$ cat src/design/aigc_defs.vh
`ifndef AIGC_DEFS_VH
`define AIGC_DEFS_VH
// Register indices (word addresses on the processor port).
`define AIGC_ADDR_W 18
`define AIGC_OFS_GLOBAL_CONFIG 18'h0_0008
`define AIGC_OFS_OAM_CONTROL 18'h0_0009
`define AIGC_OFS_OAM_CNT_CELL 18'h0_000a
`define AIGC_OFS_OAM_CNT_ADAPT 18'h0_000b
`define AIGC_OFS_PATTERNS_HI 18'h0_000c
`define AIGC_OFS_PATTERNS_LO 18'h0_000d
`define AIGC_OFS_CELL_DELIN 18'h0_000e
`define AIGC_OFS_RX_IDLE 18'h0_000f
`define AIGC_OFS_TX_IDLE 18'h0_0010
`define AIGC_OFS_LOOPBACK 18'h0_0011
`define AIGC_OFS_CELL_FILL 18'h0_0012
`define AIGC_OFS_PORT_MODE 18'h0_0040
`define AIGC_SWRST_LAST 18'h0_0031
// Reset values.
`define AIGC_RST_ZERO 16'h0000
`define AIGC_RST_PATTERNS 16'hffff
`define AIGC_RST_CELL_DELIN 16'h7655
`define AIGC_RST_RX_IDLE 16'h0101
`define AIGC_RST_TX_IDLE 16'h016a
// Writable masks.
`define AIGC_MSK_OAM_CONTROL 16'h0007
`define AIGC_MSK_OAM_CNT_CELL 16'h003f
`define AIGC_MSK_LOOPBACK 16'h01ff
`define AIGC_MSK_BYTE 16'h00ff
// global_config fields.
`define AIGC_GC_PWRDN 15
`define AIGC_GC_HEC_ALG 14
`define AIGC_GC_HEC_MODE 13
`define AIGC_GC_SWRST 12
`define AIGC_GC_TX_EN 11
`define AIGC_GC_RX_EN 10
`define AIGC_GC_CRV_EN 9
`define AIGC_GC_RTS_HI 8
`define AIGC_GC_RTS_LO 5
`define AIGC_GC_EMG_HI 4
`define AIGC_GC_EMG_LO 3
`define AIGC_GC_OVF_EN 2
`define AIGC_GC_PTR_PAR 1
`define AIGC_GC_INV_PAR 0
// oam_control fields.
`define AIGC_OC_TIMER1 2
`define AIGC_OC_DEST 1
`define AIGC_OC_ACT 0
// loopback_control fields.
`define AIGC_LB_SERIAL 8
`define AIGC_LB_UP 7
`define AIGC_LB_DOWN 6
`define AIGC_LB_FILT 5
`endif

$ cat src/design/aigc_top.v
// Functional notes
// - Power-down bit stops clock recovery; only hardware reset restores it.
// - HEC algorithm bit: 0 selects ITU-T, 1 selects ATM Forum.
// - HEC mode 0 discards bad-HEC cells; 1 defers to port discard bit on cell-mode ports only.
// - Software reset bit restores registers 0008 to 0012 and 0040, itself included.
// - Separate enables gate cell tx, cell rx, recovery interface, overflow counter.
// - Four-bit dummy RTS is sent in first two SRTS periods.
// - Two-bit select picks one of four byte patterns; pattern registers reset FFFF.
// - Pointer parity off sends bit 7 zero; on sends even parity.
// - Parity test bit inverts expected parity of RAM and cell bus checkers.
// - Destructive read clears OAM counters after read, only while OAM active.
// - OAM inactive stops monitoring and gives processor full external RAM.
// - OAM active shares RAM; interrupt queue reads return the first entry.
// - Six-bit OAM counter enables apply to cell-mode ports only.
// - Sixteen-bit OAM counter enables apply to adaptation-mode ports only.
// - Delineation register holds two nibbles and HEC coset; resets 7655.
// - Rx idle detection compares header nibbles under mask; resets 0101.
// - Tx idle cells carry programmed nibbles, other bits zero; resets 016A.
// - Transparency bits per loop: loop and forward, else only loop.
// - Adaptation ports loop all VCIs unless filter bit; then match five bits.
// - Cell-mode ports in upstream loop loop every cell regardless of VCI.
// - Partial cells are padded with programmable fill octet, reset zero.
// - Port mode bit: 0 adaptation circuit emulation, 1 cell PHY.
// - Port discard bit 1 keeps bad-HEC cells and flags UDF MSB.
//
// Implementation choice: the strobed register port.
`timescale 1ns/1ns
`include "aigc_defs.vh"
module aigc_top #(
    parameter PORTS = 8
) (
    // Clock and reset
    input wire ref_clk,
    input wire rst,
    // Processor port
    input wire [`AIGC_ADDR_W-1:0] addr,
    input wire [15:0] wdata,
    input wire wr,
    input wire rd,
    output reg [15:0] rdata,
    // Header, VCI and SDT pointer of the cell under inspection
    input wire [7:0] rx_hdr_oct1,
    input wire [7:0] rx_hdr_oct4,
    input wire [4:0] cell_vci_low,
    input wire [6:0] sdt_pointer,
    // Device controls
    output reg recovery_run,
    output reg hec_forum,
    output reg cellbus_tx_enable,
    output reg cellbus_rx_enable,
    output reg recovery_if_enable,
    output reg ovf_count_enable,
    output reg [3:0] dummy_rts,
    output reg [7:0] emergency_byte,
    output reg parity_expect_inverted,
    output reg [7:0] sdt_pointer_out,
    output reg timer_group1_enable,
    output reg oam_monitor_run,
    output reg oam_dest_read,
    output reg cpu_ram_exclusive,
    output reg irq_queue_head_only,
    output reg [3:0] delin_alpha,
    output reg [3:0] delin_delta,
    output reg [7:0] hec_coset,
    output reg rx_idle_match,
    output reg [7:0] tx_idle_oct1,
    output reg [7:0] tx_idle_oct4,
    output reg [7:0] tx_idle_payload,
    output reg serial_transparent,
    output reg down_transparent,
    output reg vci_loop_accept,
    output reg [7:0] fill_octet,
    // Per-port derived controls
    output reg [PORTS-1:0] oam_cnt_en,
    output reg [PORTS-1:0] hec_discard,
    output reg [PORTS-1:0] udf_hec_flag,
    output reg [PORTS-1:0] up_transparent,
    output reg [PORTS-1:0] up_filter_en
);

////////////////////////////////////////////////////////////////////////////////

    reg [15:0] global_config_r;
    reg [15:0] oam_control_r;
    reg [15:0] oam_cnt_cell_r;
    reg [15:0] oam_cnt_adapt_r;
    reg [15:0] patterns_hi_r;
    reg [15:0] patterns_lo_r;
    reg [15:0] cell_delin_r;
    reg [15:0] rx_idle_r;
    reg [15:0] tx_idle_r;
    reg [15:0] loopback_r;
    reg [15:0] cell_fill_r;
    reg [15:0] port_mode_r;
    reg pwrdn_latch_r;
    reg [15:0] rdata_nxt;

    wire soft_reset_bit;
    wire [PORTS-1:0] lane_oam;
    wire [PORTS-1:0] lane_disc;
    wire [PORTS-1:0] lane_udf;
    wire [PORTS-1:0] lane_upt;
    wire [PORTS-1:0] lane_flt;
    wire [7:0] emg_sel;
    wire [7:0] hdr_diff;

    // Each wrapped register is a write with the matching index.
    function hit;
        input [`AIGC_ADDR_W-1:0] a;
        input [`AIGC_ADDR_W-1:0] ofs;
        begin
            hit = (a == ofs);
        end
    endfunction

    // Even parity over seven bits places the parity in bit 7.
    function [7:0] with_parity;
        input [6:0] v;
        input en;
        begin
            with_parity = {en & (^v), v};
        end
    endfunction

    assign soft_reset_bit = global_config_r[`AIGC_GC_SWRST];

////////////////////////////////////////////////////////////////////////////////
// Register file. The software reset occupies one cycle after the write and
// then clears itself together with every other bank register.

    always @(posedge ref_clk or posedge rst) begin
        if (rst) begin
            global_config_r <= `AIGC_RST_ZERO;
            oam_control_r <= `AIGC_RST_ZERO;
            oam_cnt_cell_r <= `AIGC_RST_ZERO;
            oam_cnt_adapt_r <= `AIGC_RST_ZERO;
            patterns_hi_r <= `AIGC_RST_PATTERNS;
            patterns_lo_r <= `AIGC_RST_PATTERNS;
            cell_delin_r <= `AIGC_RST_CELL_DELIN;
            rx_idle_r <= `AIGC_RST_RX_IDLE;
            tx_idle_r <= `AIGC_RST_TX_IDLE;
            loopback_r <= `AIGC_RST_ZERO;
            cell_fill_r <= `AIGC_RST_ZERO;
            port_mode_r <= `AIGC_RST_ZERO;
        end else if (soft_reset_bit) begin
            global_config_r <= `AIGC_RST_ZERO;
            oam_control_r <= `AIGC_RST_ZERO;
            oam_cnt_cell_r <= `AIGC_RST_ZERO;
            oam_cnt_adapt_r <= `AIGC_RST_ZERO;
            patterns_hi_r <= `AIGC_RST_PATTERNS;
            patterns_lo_r <= `AIGC_RST_PATTERNS;
            cell_delin_r <= `AIGC_RST_CELL_DELIN;
            rx_idle_r <= `AIGC_RST_RX_IDLE;
            tx_idle_r <= `AIGC_RST_TX_IDLE;
            loopback_r <= `AIGC_RST_ZERO;
            cell_fill_r <= `AIGC_RST_ZERO;
            port_mode_r <= `AIGC_RST_ZERO;
        end else if (wr) begin
            if (hit(addr, `AIGC_OFS_GLOBAL_CONFIG))
                global_config_r <= wdata;
            if (hit(addr, `AIGC_OFS_OAM_CONTROL)) begin
                oam_control_r <= wdata & `AIGC_MSK_OAM_CONTROL;
                // Destructive read is refused unless monitoring is switched on too.
                oam_control_r[`AIGC_OC_DEST] <= wdata[`AIGC_OC_DEST] &
                    wdata[`AIGC_OC_ACT];
            end
            if (hit(addr, `AIGC_OFS_OAM_CNT_CELL))
                oam_cnt_cell_r <= wdata & `AIGC_MSK_OAM_CNT_CELL;
            if (hit(addr, `AIGC_OFS_OAM_CNT_ADAPT))
                oam_cnt_adapt_r <= wdata;
            if (hit(addr, `AIGC_OFS_PATTERNS_HI))
                patterns_hi_r <= wdata;
            if (hit(addr, `AIGC_OFS_PATTERNS_LO))
                patterns_lo_r <= wdata;
            if (hit(addr, `AIGC_OFS_CELL_DELIN))
                cell_delin_r <= wdata;
            if (hit(addr, `AIGC_OFS_RX_IDLE))
                rx_idle_r <= wdata;
            if (hit(addr, `AIGC_OFS_TX_IDLE))
                tx_idle_r <= wdata;
            if (hit(addr, `AIGC_OFS_LOOPBACK))
                loopback_r <= wdata & `AIGC_MSK_LOOPBACK;
            if (hit(addr, `AIGC_OFS_CELL_FILL))
                cell_fill_r <= wdata & `AIGC_MSK_BYTE;
            if (hit(addr, `AIGC_OFS_PORT_MODE))
                port_mode_r <= wdata;
        end
    end

    // Power-down is sticky: neither clearing the bit nor a software reset
    // revives clock recovery, because the bank reset cannot reach this latch.
    always @(posedge ref_clk or posedge rst) begin
        if (rst)
            pwrdn_latch_r <= 1'b0;
        else if (global_config_r[`AIGC_GC_PWRDN])
            pwrdn_latch_r <= 1'b1;
    end

////////////////////////////////////////////////////////////////////////////////
// Read port. Unmapped addresses read as zero.

    always @* begin
        rdata_nxt = 16'h0000;
        case (addr)
            `AIGC_OFS_GLOBAL_CONFIG: rdata_nxt = global_config_r;
            `AIGC_OFS_OAM_CONTROL: rdata_nxt = oam_control_r;
            `AIGC_OFS_OAM_CNT_CELL: rdata_nxt = oam_cnt_cell_r;
            `AIGC_OFS_OAM_CNT_ADAPT: rdata_nxt = oam_cnt_adapt_r;
            `AIGC_OFS_PATTERNS_HI: rdata_nxt = patterns_hi_r;
            `AIGC_OFS_PATTERNS_LO: rdata_nxt = patterns_lo_r;
            `AIGC_OFS_CELL_DELIN: rdata_nxt = cell_delin_r;
            `AIGC_OFS_RX_IDLE: rdata_nxt = rx_idle_r;
            `AIGC_OFS_TX_IDLE: rdata_nxt = tx_idle_r;
            `AIGC_OFS_LOOPBACK: rdata_nxt = loopback_r;
            `AIGC_OFS_CELL_FILL: rdata_nxt = cell_fill_r;
            `AIGC_OFS_PORT_MODE: rdata_nxt = port_mode_r;
            default: rdata_nxt = 16'h0000;
        endcase
    end

    always @(posedge ref_clk or posedge rst) begin
        if (rst)
            rdata <= 16'h0000;
        else if (rd)
            rdata <= rdata_nxt;
        else
            rdata <= 16'h0000;
    end

////////////////////////////////////////////////////////////////////////////////
// Per-port decode.

    aigc_lane_cfg #(
        .PORTS(PORTS)
    ) u_lane (
        .oam_cnt_cell(oam_cnt_cell_r),
        .oam_cnt_adapt(oam_cnt_adapt_r),
        .loopback(loopback_r),
        .hec_mode(global_config_r[`AIGC_GC_HEC_MODE]),
        .port_cell_mode(port_mode_r[PORTS-1:0]),
        .port_cell_disc(port_mode_r[PORTS-1:0] & ~port_mode_r[15:16-PORTS]),
        .port_up_loop(port_mode_r[15:16-PORTS]),
        .oam_cnt_en(lane_oam),
        .hec_discard(lane_disc),
        .udf_hec_flag(lane_udf),
        .up_transparent(lane_upt),
        .up_filter_en(lane_flt)
    );

    assign emg_sel = global_config_r[`AIGC_GC_EMG_HI:`AIGC_GC_EMG_LO] == 2'b00 ?
        patterns_lo_r[7:0] : global_config_r[`AIGC_GC_EMG_HI:`AIGC_GC_EMG_LO] == 2'b01 ?
        patterns_lo_r[15:8] : global_config_r[`AIGC_GC_EMG_HI:`AIGC_GC_EMG_LO] == 2'b10 ?
        patterns_hi_r[7:0] : patterns_hi_r[15:8];

    // Header bits: octet 1 upper nibble and octet 4 lower nibble are compared;
    // all other bits must be zero, which the match logic checks on the received header.
    assign hdr_diff = {rx_hdr_oct1[7:4], rx_hdr_oct4[3:0]} ^ rx_idle_r[15:8];

////////////////////////////////////////////////////////////////////////////////
// Registered outputs.

    always @(posedge ref_clk or posedge rst) begin
        if (rst) begin
            recovery_run <= 1'b0;
            hec_forum <= 1'b0;
            cellbus_tx_enable <= 1'b0;
            cellbus_rx_enable <= 1'b0;
            recovery_if_enable <= 1'b0;
            ovf_count_enable <= 1'b0;
            dummy_rts <= 4'h0;
            emergency_byte <= 8'hff;
            parity_expect_inverted <= 1'b0;
            sdt_pointer_out <= 8'h00;
            timer_group1_enable <= 1'b0;
            oam_monitor_run <= 1'b0;
            oam_dest_read <= 1'b0;
            cpu_ram_exclusive <= 1'b1;
            irq_queue_head_only <= 1'b0;
            delin_alpha <= 4'h7;
            delin_delta <= 4'h6;
            hec_coset <= 8'h55;
            rx_idle_match <= 1'b0;
            tx_idle_oct1 <= 8'h00;
            tx_idle_oct4 <= 8'h01;
            tx_idle_payload <= 8'h6a;
            serial_transparent <= 1'b0;
            down_transparent <= 1'b0;
            vci_loop_accept <= 1'b1;
            fill_octet <= 8'h00;
            oam_cnt_en <= {PORTS{1'b0}};
            hec_discard <= {PORTS{1'b1}};
            udf_hec_flag <= {PORTS{1'b0}};
            up_transparent <= {PORTS{1'b0}};
            up_filter_en <= {PORTS{1'b0}};
        end else begin
            recovery_run <= ~pwrdn_latch_r & ~global_config_r[`AIGC_GC_PWRDN];
            hec_forum <= global_config_r[`AIGC_GC_HEC_ALG];
            cellbus_tx_enable <= global_config_r[`AIGC_GC_TX_EN];
            cellbus_rx_enable <= global_config_r[`AIGC_GC_RX_EN];
            recovery_if_enable <= global_config_r[`AIGC_GC_CRV_EN];
            ovf_count_enable <= global_config_r[`AIGC_GC_OVF_EN];
            dummy_rts <= global_config_r[`AIGC_GC_RTS_HI:`AIGC_GC_RTS_LO];
            emergency_byte <= emg_sel;
            parity_expect_inverted <= global_config_r[`AIGC_GC_INV_PAR];
            sdt_pointer_out <= with_parity(sdt_pointer,
                global_config_r[`AIGC_GC_PTR_PAR]);
            timer_group1_enable <= oam_control_r[`AIGC_OC_TIMER1];
            oam_monitor_run <= oam_control_r[`AIGC_OC_ACT];
            oam_dest_read <= oam_control_r[`AIGC_OC_DEST] &
                oam_control_r[`AIGC_OC_ACT];
            cpu_ram_exclusive <= ~oam_control_r[`AIGC_OC_ACT];
            irq_queue_head_only <= oam_control_r[`AIGC_OC_ACT];
            delin_alpha <= cell_delin_r[15:12];
            delin_delta <= cell_delin_r[11:8];
            hec_coset <= cell_delin_r[7:0];
            rx_idle_match <= ((hdr_diff & ~rx_idle_r[7:0]) == 8'h00) &
                (rx_hdr_oct1[3:0] == 4'h0) & (rx_hdr_oct4[7:4] == 4'h0);
            tx_idle_oct1 <= {tx_idle_r[15:12], 4'h0};
            tx_idle_oct4 <= {4'h0, tx_idle_r[11:8]};
            tx_idle_payload <= tx_idle_r[7:0];
            serial_transparent <= loopback_r[`AIGC_LB_SERIAL];
            down_transparent <= loopback_r[`AIGC_LB_DOWN];
            vci_loop_accept <= ~loopback_r[`AIGC_LB_FILT] |
                (cell_vci_low == loopback_r[4:0]);
            fill_octet <= cell_fill_r[7:0];
            oam_cnt_en <= lane_oam;
            hec_discard <= lane_disc;
            udf_hec_flag <= lane_udf;
            up_transparent <= lane_upt;
            up_filter_en <= lane_flt;
        end
    end

endmodule

$ cat src/design/aigc_lane_cfg.v
`timescale 1ns/1ns
`include "aigc_defs.vh"
module aigc_lane_cfg #(
    parameter PORTS = 8
) (
    // Shared settings
    input wire [15:0] oam_cnt_cell,
    input wire [15:0] oam_cnt_adapt,
    input wire [15:0] loopback,
    input wire hec_mode,
    // Per-port mode
    input wire [PORTS-1:0] port_cell_mode,
    input wire [PORTS-1:0] port_cell_disc,
    input wire [PORTS-1:0] port_up_loop,
    // Derived per-port controls
    output reg [PORTS-1:0] oam_cnt_en,
    output reg [PORTS-1:0] hec_discard,
    output reg [PORTS-1:0] udf_hec_flag,
    output reg [PORTS-1:0] up_transparent,
    output reg [PORTS-1:0] up_filter_en
);
    integer i;
    always @* begin
        for (i = 0; i < PORTS; i = i + 1) begin
            // Cell-mode ports use the 6-bit field, adaptation ports the 16-bit one.
            if (port_cell_mode[i]) begin
                oam_cnt_en[i] = (i < 6) ? oam_cnt_cell[i % 6] : 1'b0;
                up_transparent[i] = 1'b0;
                up_filter_en[i] = 1'b0;
            end else begin
                oam_cnt_en[i] = oam_cnt_adapt[i % 16];
                up_transparent[i] = loopback[`AIGC_LB_UP];
                up_filter_en[i] = port_up_loop[i] & loopback[`AIGC_LB_FILT];
            end
            // Discard is forced unless the global mode defers to the port setting and the port is in cell mode.
            hec_discard[i] = ~hec_mode | ~port_cell_mode[i] | port_cell_disc[i];
            udf_hec_flag[i] = ~hec_discard[i];
        end
    end
endmodule

$ cat config.mk
export PLATFORM = sky130hd
export DESIGN_NAME = aigc_top
export DESIGN_NICKNAME = d
export VERILOG_FILES = /design/src/design/aigc_top.v /design/src/design/aigc_lane_cfg.v
export VERILOG_INCLUDE_DIRS = /design/src /design/src/design
export SDC_FILE = /design/constraint.sdc
export NUM_CORES = 1
export LEC_CHECK = 0
export ABC_AREA = 1
export BUFFER_PORTS_ARGS = -buffer_cell sky130_fd_sc_hd__buf_2
export CELL_PAD_IN_SITES_DETAIL_PLACEMENT = 1
export CELL_PAD_IN_SITES_GLOBAL_PLACEMENT = 2
export CORE_ASPECT_RATIO = 0.8
export CORE_MARGIN = 2
export CORE_UTILIZATION = 37
export DETAILED_ROUTE_END_ITERATION = 8
export PLACE_DENSITY_LB_ADDON = 0.1
export SYNTH_ARGS = -nofsm -noshare
export SYNTH_HDL_FRONTEND = slang
export SYNTH_HIERARCHICAL = 1
export SYNTH_SLANG_ARGS = --single-unit
$ cat constraint.sdc
create_clock -name ref_clk -period 23.1 [get_ports ref_clk]
set_input_delay 0 -clock ref_clk [delete_from_list [all_inputs] [get_ports ref_clk]]
set_output_delay 0 -clock ref_clk [all_outputs]
set_load 0.01 [all_outputs]
==> results_dict.tcl <==
set metrics [dict create \
    avgSynthCellArea_um2 9.50 \
    tns_ns 0 \
    final_common_cell "nand2_1" \
    seq_area_frac_synth 0.602 \
    hpwl_um 29800 \
    cts_resized 0 \
    path_max_fanout 83 \
    gp_congestion 0.866 \
    grt_use_total 0.259 \
    layout_setup_ws_ns 20.64 \
    whs_ns 0.110 \
    r2r_setup_slack_ns 20.84 \
    yosysTopAreaCell "dfrtp_1" \
    use_met1 0.379 \
    drv_slew 0 \
    drt_iter0_markers 675 \
    grt_max_degree 110 \
    grt_remaining_overflow 0 \
    initial_core_util 0.373 \
    firstDrtPassIters 4 \
    antenna_cells 0 \
    cts_setup_buffers 0 \
    synth_area_leaders "dfrtp_1, dfstp_2, nand2_1" \
    hp-class "primary input to flop" \
    arrival_ns 2.96 \
    cp-end-kind "flop" \
    area.growth.synth_to_final_pct 21.2 \
    cts_root_buffer "clkbuf_16" \
    path_clk_slew_ns 0.06 \
    syn_area_mm2 0.0121 \
    dieArea_mm2 0.0341 \
    post_drt_via_cell_ratio 5.21 \
    post-route-min-period_ns 2.46 \
    cts_buffer_depth 3 \
    rows 59 \
    insertion_delay_ns 0.57 \
    p_leak_nw 7.14 \
    final_layout_size_suffix_gt1_frac 0.256 \
    criticalPathCategory "primary input to flop" \
    yosys_register_bits 286 \
    fill_cells 3757 \
    finalHoldViolations 0 \
    yosysWarnings 6 \
    setup_viol 0 \
    cp.required_ns 23.60 \
    cp-start-kind "primary input" \
    synth_cell_types 37 \
    die_x_um 206 \
    place_ws_ns 20.11 \
    dieHeight_um 165 \
    fin_crit_sh 0.107 \
    status "completed" \
    ioPinCount 206 \
    drc_errors 0 \
    hold_buffers 34 \
    rsz0062_at_grt "false" \
    grt_busiest_layer "met2" \
    p_per_area_mw_per_mm2 73.3 \
    core-area_mm2 0.0323 \
    synth_top_area_share 0.428 \
    h-tree-depth 1 \
    maxSlewHeadroom 0.114 \
    wl_per_cell_um 22.5 \
    layout.nets 1542 \
    antenna_found_initial 0 \
    worst_slew_pin_slew_ns 1.33 \
    wl_um 43300 \
    met2_usage 0.410 \
    cts.sinks 286 \
    antenna_left 0 \
    cap_violations 0 \
    fmax_ghz 0.406 \
    cts_tree "done" \
    met3_usage 0.0351 \
    grt_pass1_wl_um 65400 \
    cts_made_buffers 30 \
    power_mw 1.07 \
    syn_inst 1269 \
    layout_common_cells "nand2_1, dfrtp_1, buf_2, nor2_1, nand4_1" \
    finClkSkew_ns 0.0105 \
    dr_total_vias 10035 \
    port_buffers 197 \
    grt_pass1_vias 10232 \
    ir_worst_vdd_mv 0.0473 \
]
[critical path, cell delays in order]
cell and delay (ns):
buf_2 0.09, nor2_1 0.09, nand2_1 0.13, nor2_8 0.12, buf_4 0.72, nand3_1 0.34
o21ai_2 1.10, nor2_1 0.12, a21oi_1 0.18
[Yosys cell counts]
cell type and instances:
buf_8 1, nor2_8 1, o221ai_1 5, a21oi_1 28, nand2_4 2, o21ai_0 87
nand4_1 112, nand3_2 6, nor2_1 152, nor2_4 5, xor2_1 2, clkinv_2 1
buf_4 17, buf_6 10, o21ai_4 2, xnor2_1 15, a31oi_2 1, nor4_1 3
a21oi_2 2, clkbuf_1 20, o21ai_2 1, o21a_1 2, o21ai_1 56, nand2_1 263
buf_2 25, nand3_1 49, o22ai_1 7, conb_1 1, buf_1 3, buf_12 1
inv_2 5, o211ai_1 3, nor2_2 16, dfstp_2 80, nand2_2 3, dfrtp_1 206
inv_1 76
[registers in the layout, summed over array words and instances (netlist names), 9 cells and up]
name             flops
loopback_r           9
rdata               16
oam_cnt_adapt_r     16
port_mode_r         16
patterns_hi_r       16
patterns_lo_r       16
rx_idle_r           16
global_config_r     16
cell_delin_r        16
tx_idle_r           16
[cell type report]
type | count | area (µm²) | area share
clock buffers | 42 | 847 | 0.0580
clock inverters | 13 | 175 | 0.0120
multi-input cells | 831 | 4050 | 0.277
flip-flops and latches | 286 | 7260 | 0.497
inverters | 82 | 317 | 0.0217
repair buffers | 245 | 1430 | 0.0980
well taps | 427 | 534 | 0.0366
[where the power goes]
group | switching, mW | internal [mW]
Sequential | 0.00439 | 0.511
Clock | 0.207 | 0.300
Combinational | 0.0339 | 0.0146
[through the flow]
stage / utilization / area (µm²) / instances
after floorplan: - / 12100 / 1276
after global placement: 0.410 / 13200 / 1837
after detailed placement: 0.410 / 13200 / 1837
after CTS: 0.452 / 14600 / 1926
after global routing: 0.452 / 14600 / 1926
final: 0.452 / 14600 / 1926
[per-layer routing]
metal,share of wire,vias to the layer above
met4,0.024,0
met2,0.46,267
met3,0.043,58
met5,0,-
li1,-,4633
met1,0.47,5077
[cell families (layout without fill, tap and decap cells)]
family	Yosys count	in the layout	share of synthesized area
AO/OA/AOI/OAI	194	194	0.0873
XOR/XNOR	17	17	0.0123
buffers and inverters	159	382	0.0660
flip-flops	286	286	0.602
other	1	8	0.000311
AND/OR/NAND/NOR	612	612	0.232
[path summary, 6_finish.rpt]
check                                             from                       endpoint  cells after the start
setup / recovery                              addr[15]  patterns_lo_r[11]$_DFFE_PP1P_                      9
hold / removal                          sdt_pointer[1]   sdt_pointer_out[1]$_DFF_PP0_                      2
setup reg to reg              rx_idle_r[8]$_DFFE_PP1P_        rx_idle_match$_DFF_PP0_                      6
hold reg to reg            cell_delin_r[9]$_DFFE_PP1P_       delin_delta[1]$_DFF_PP1_                      0
max in group asynchronous                          rst      up_filter_en[7]$_DFF_PP0_                      5
min in group asynchronous                          rst   sdt_pointer_out[2]$_DFF_PP0_                      3
(Power assumes the default switching activity.)
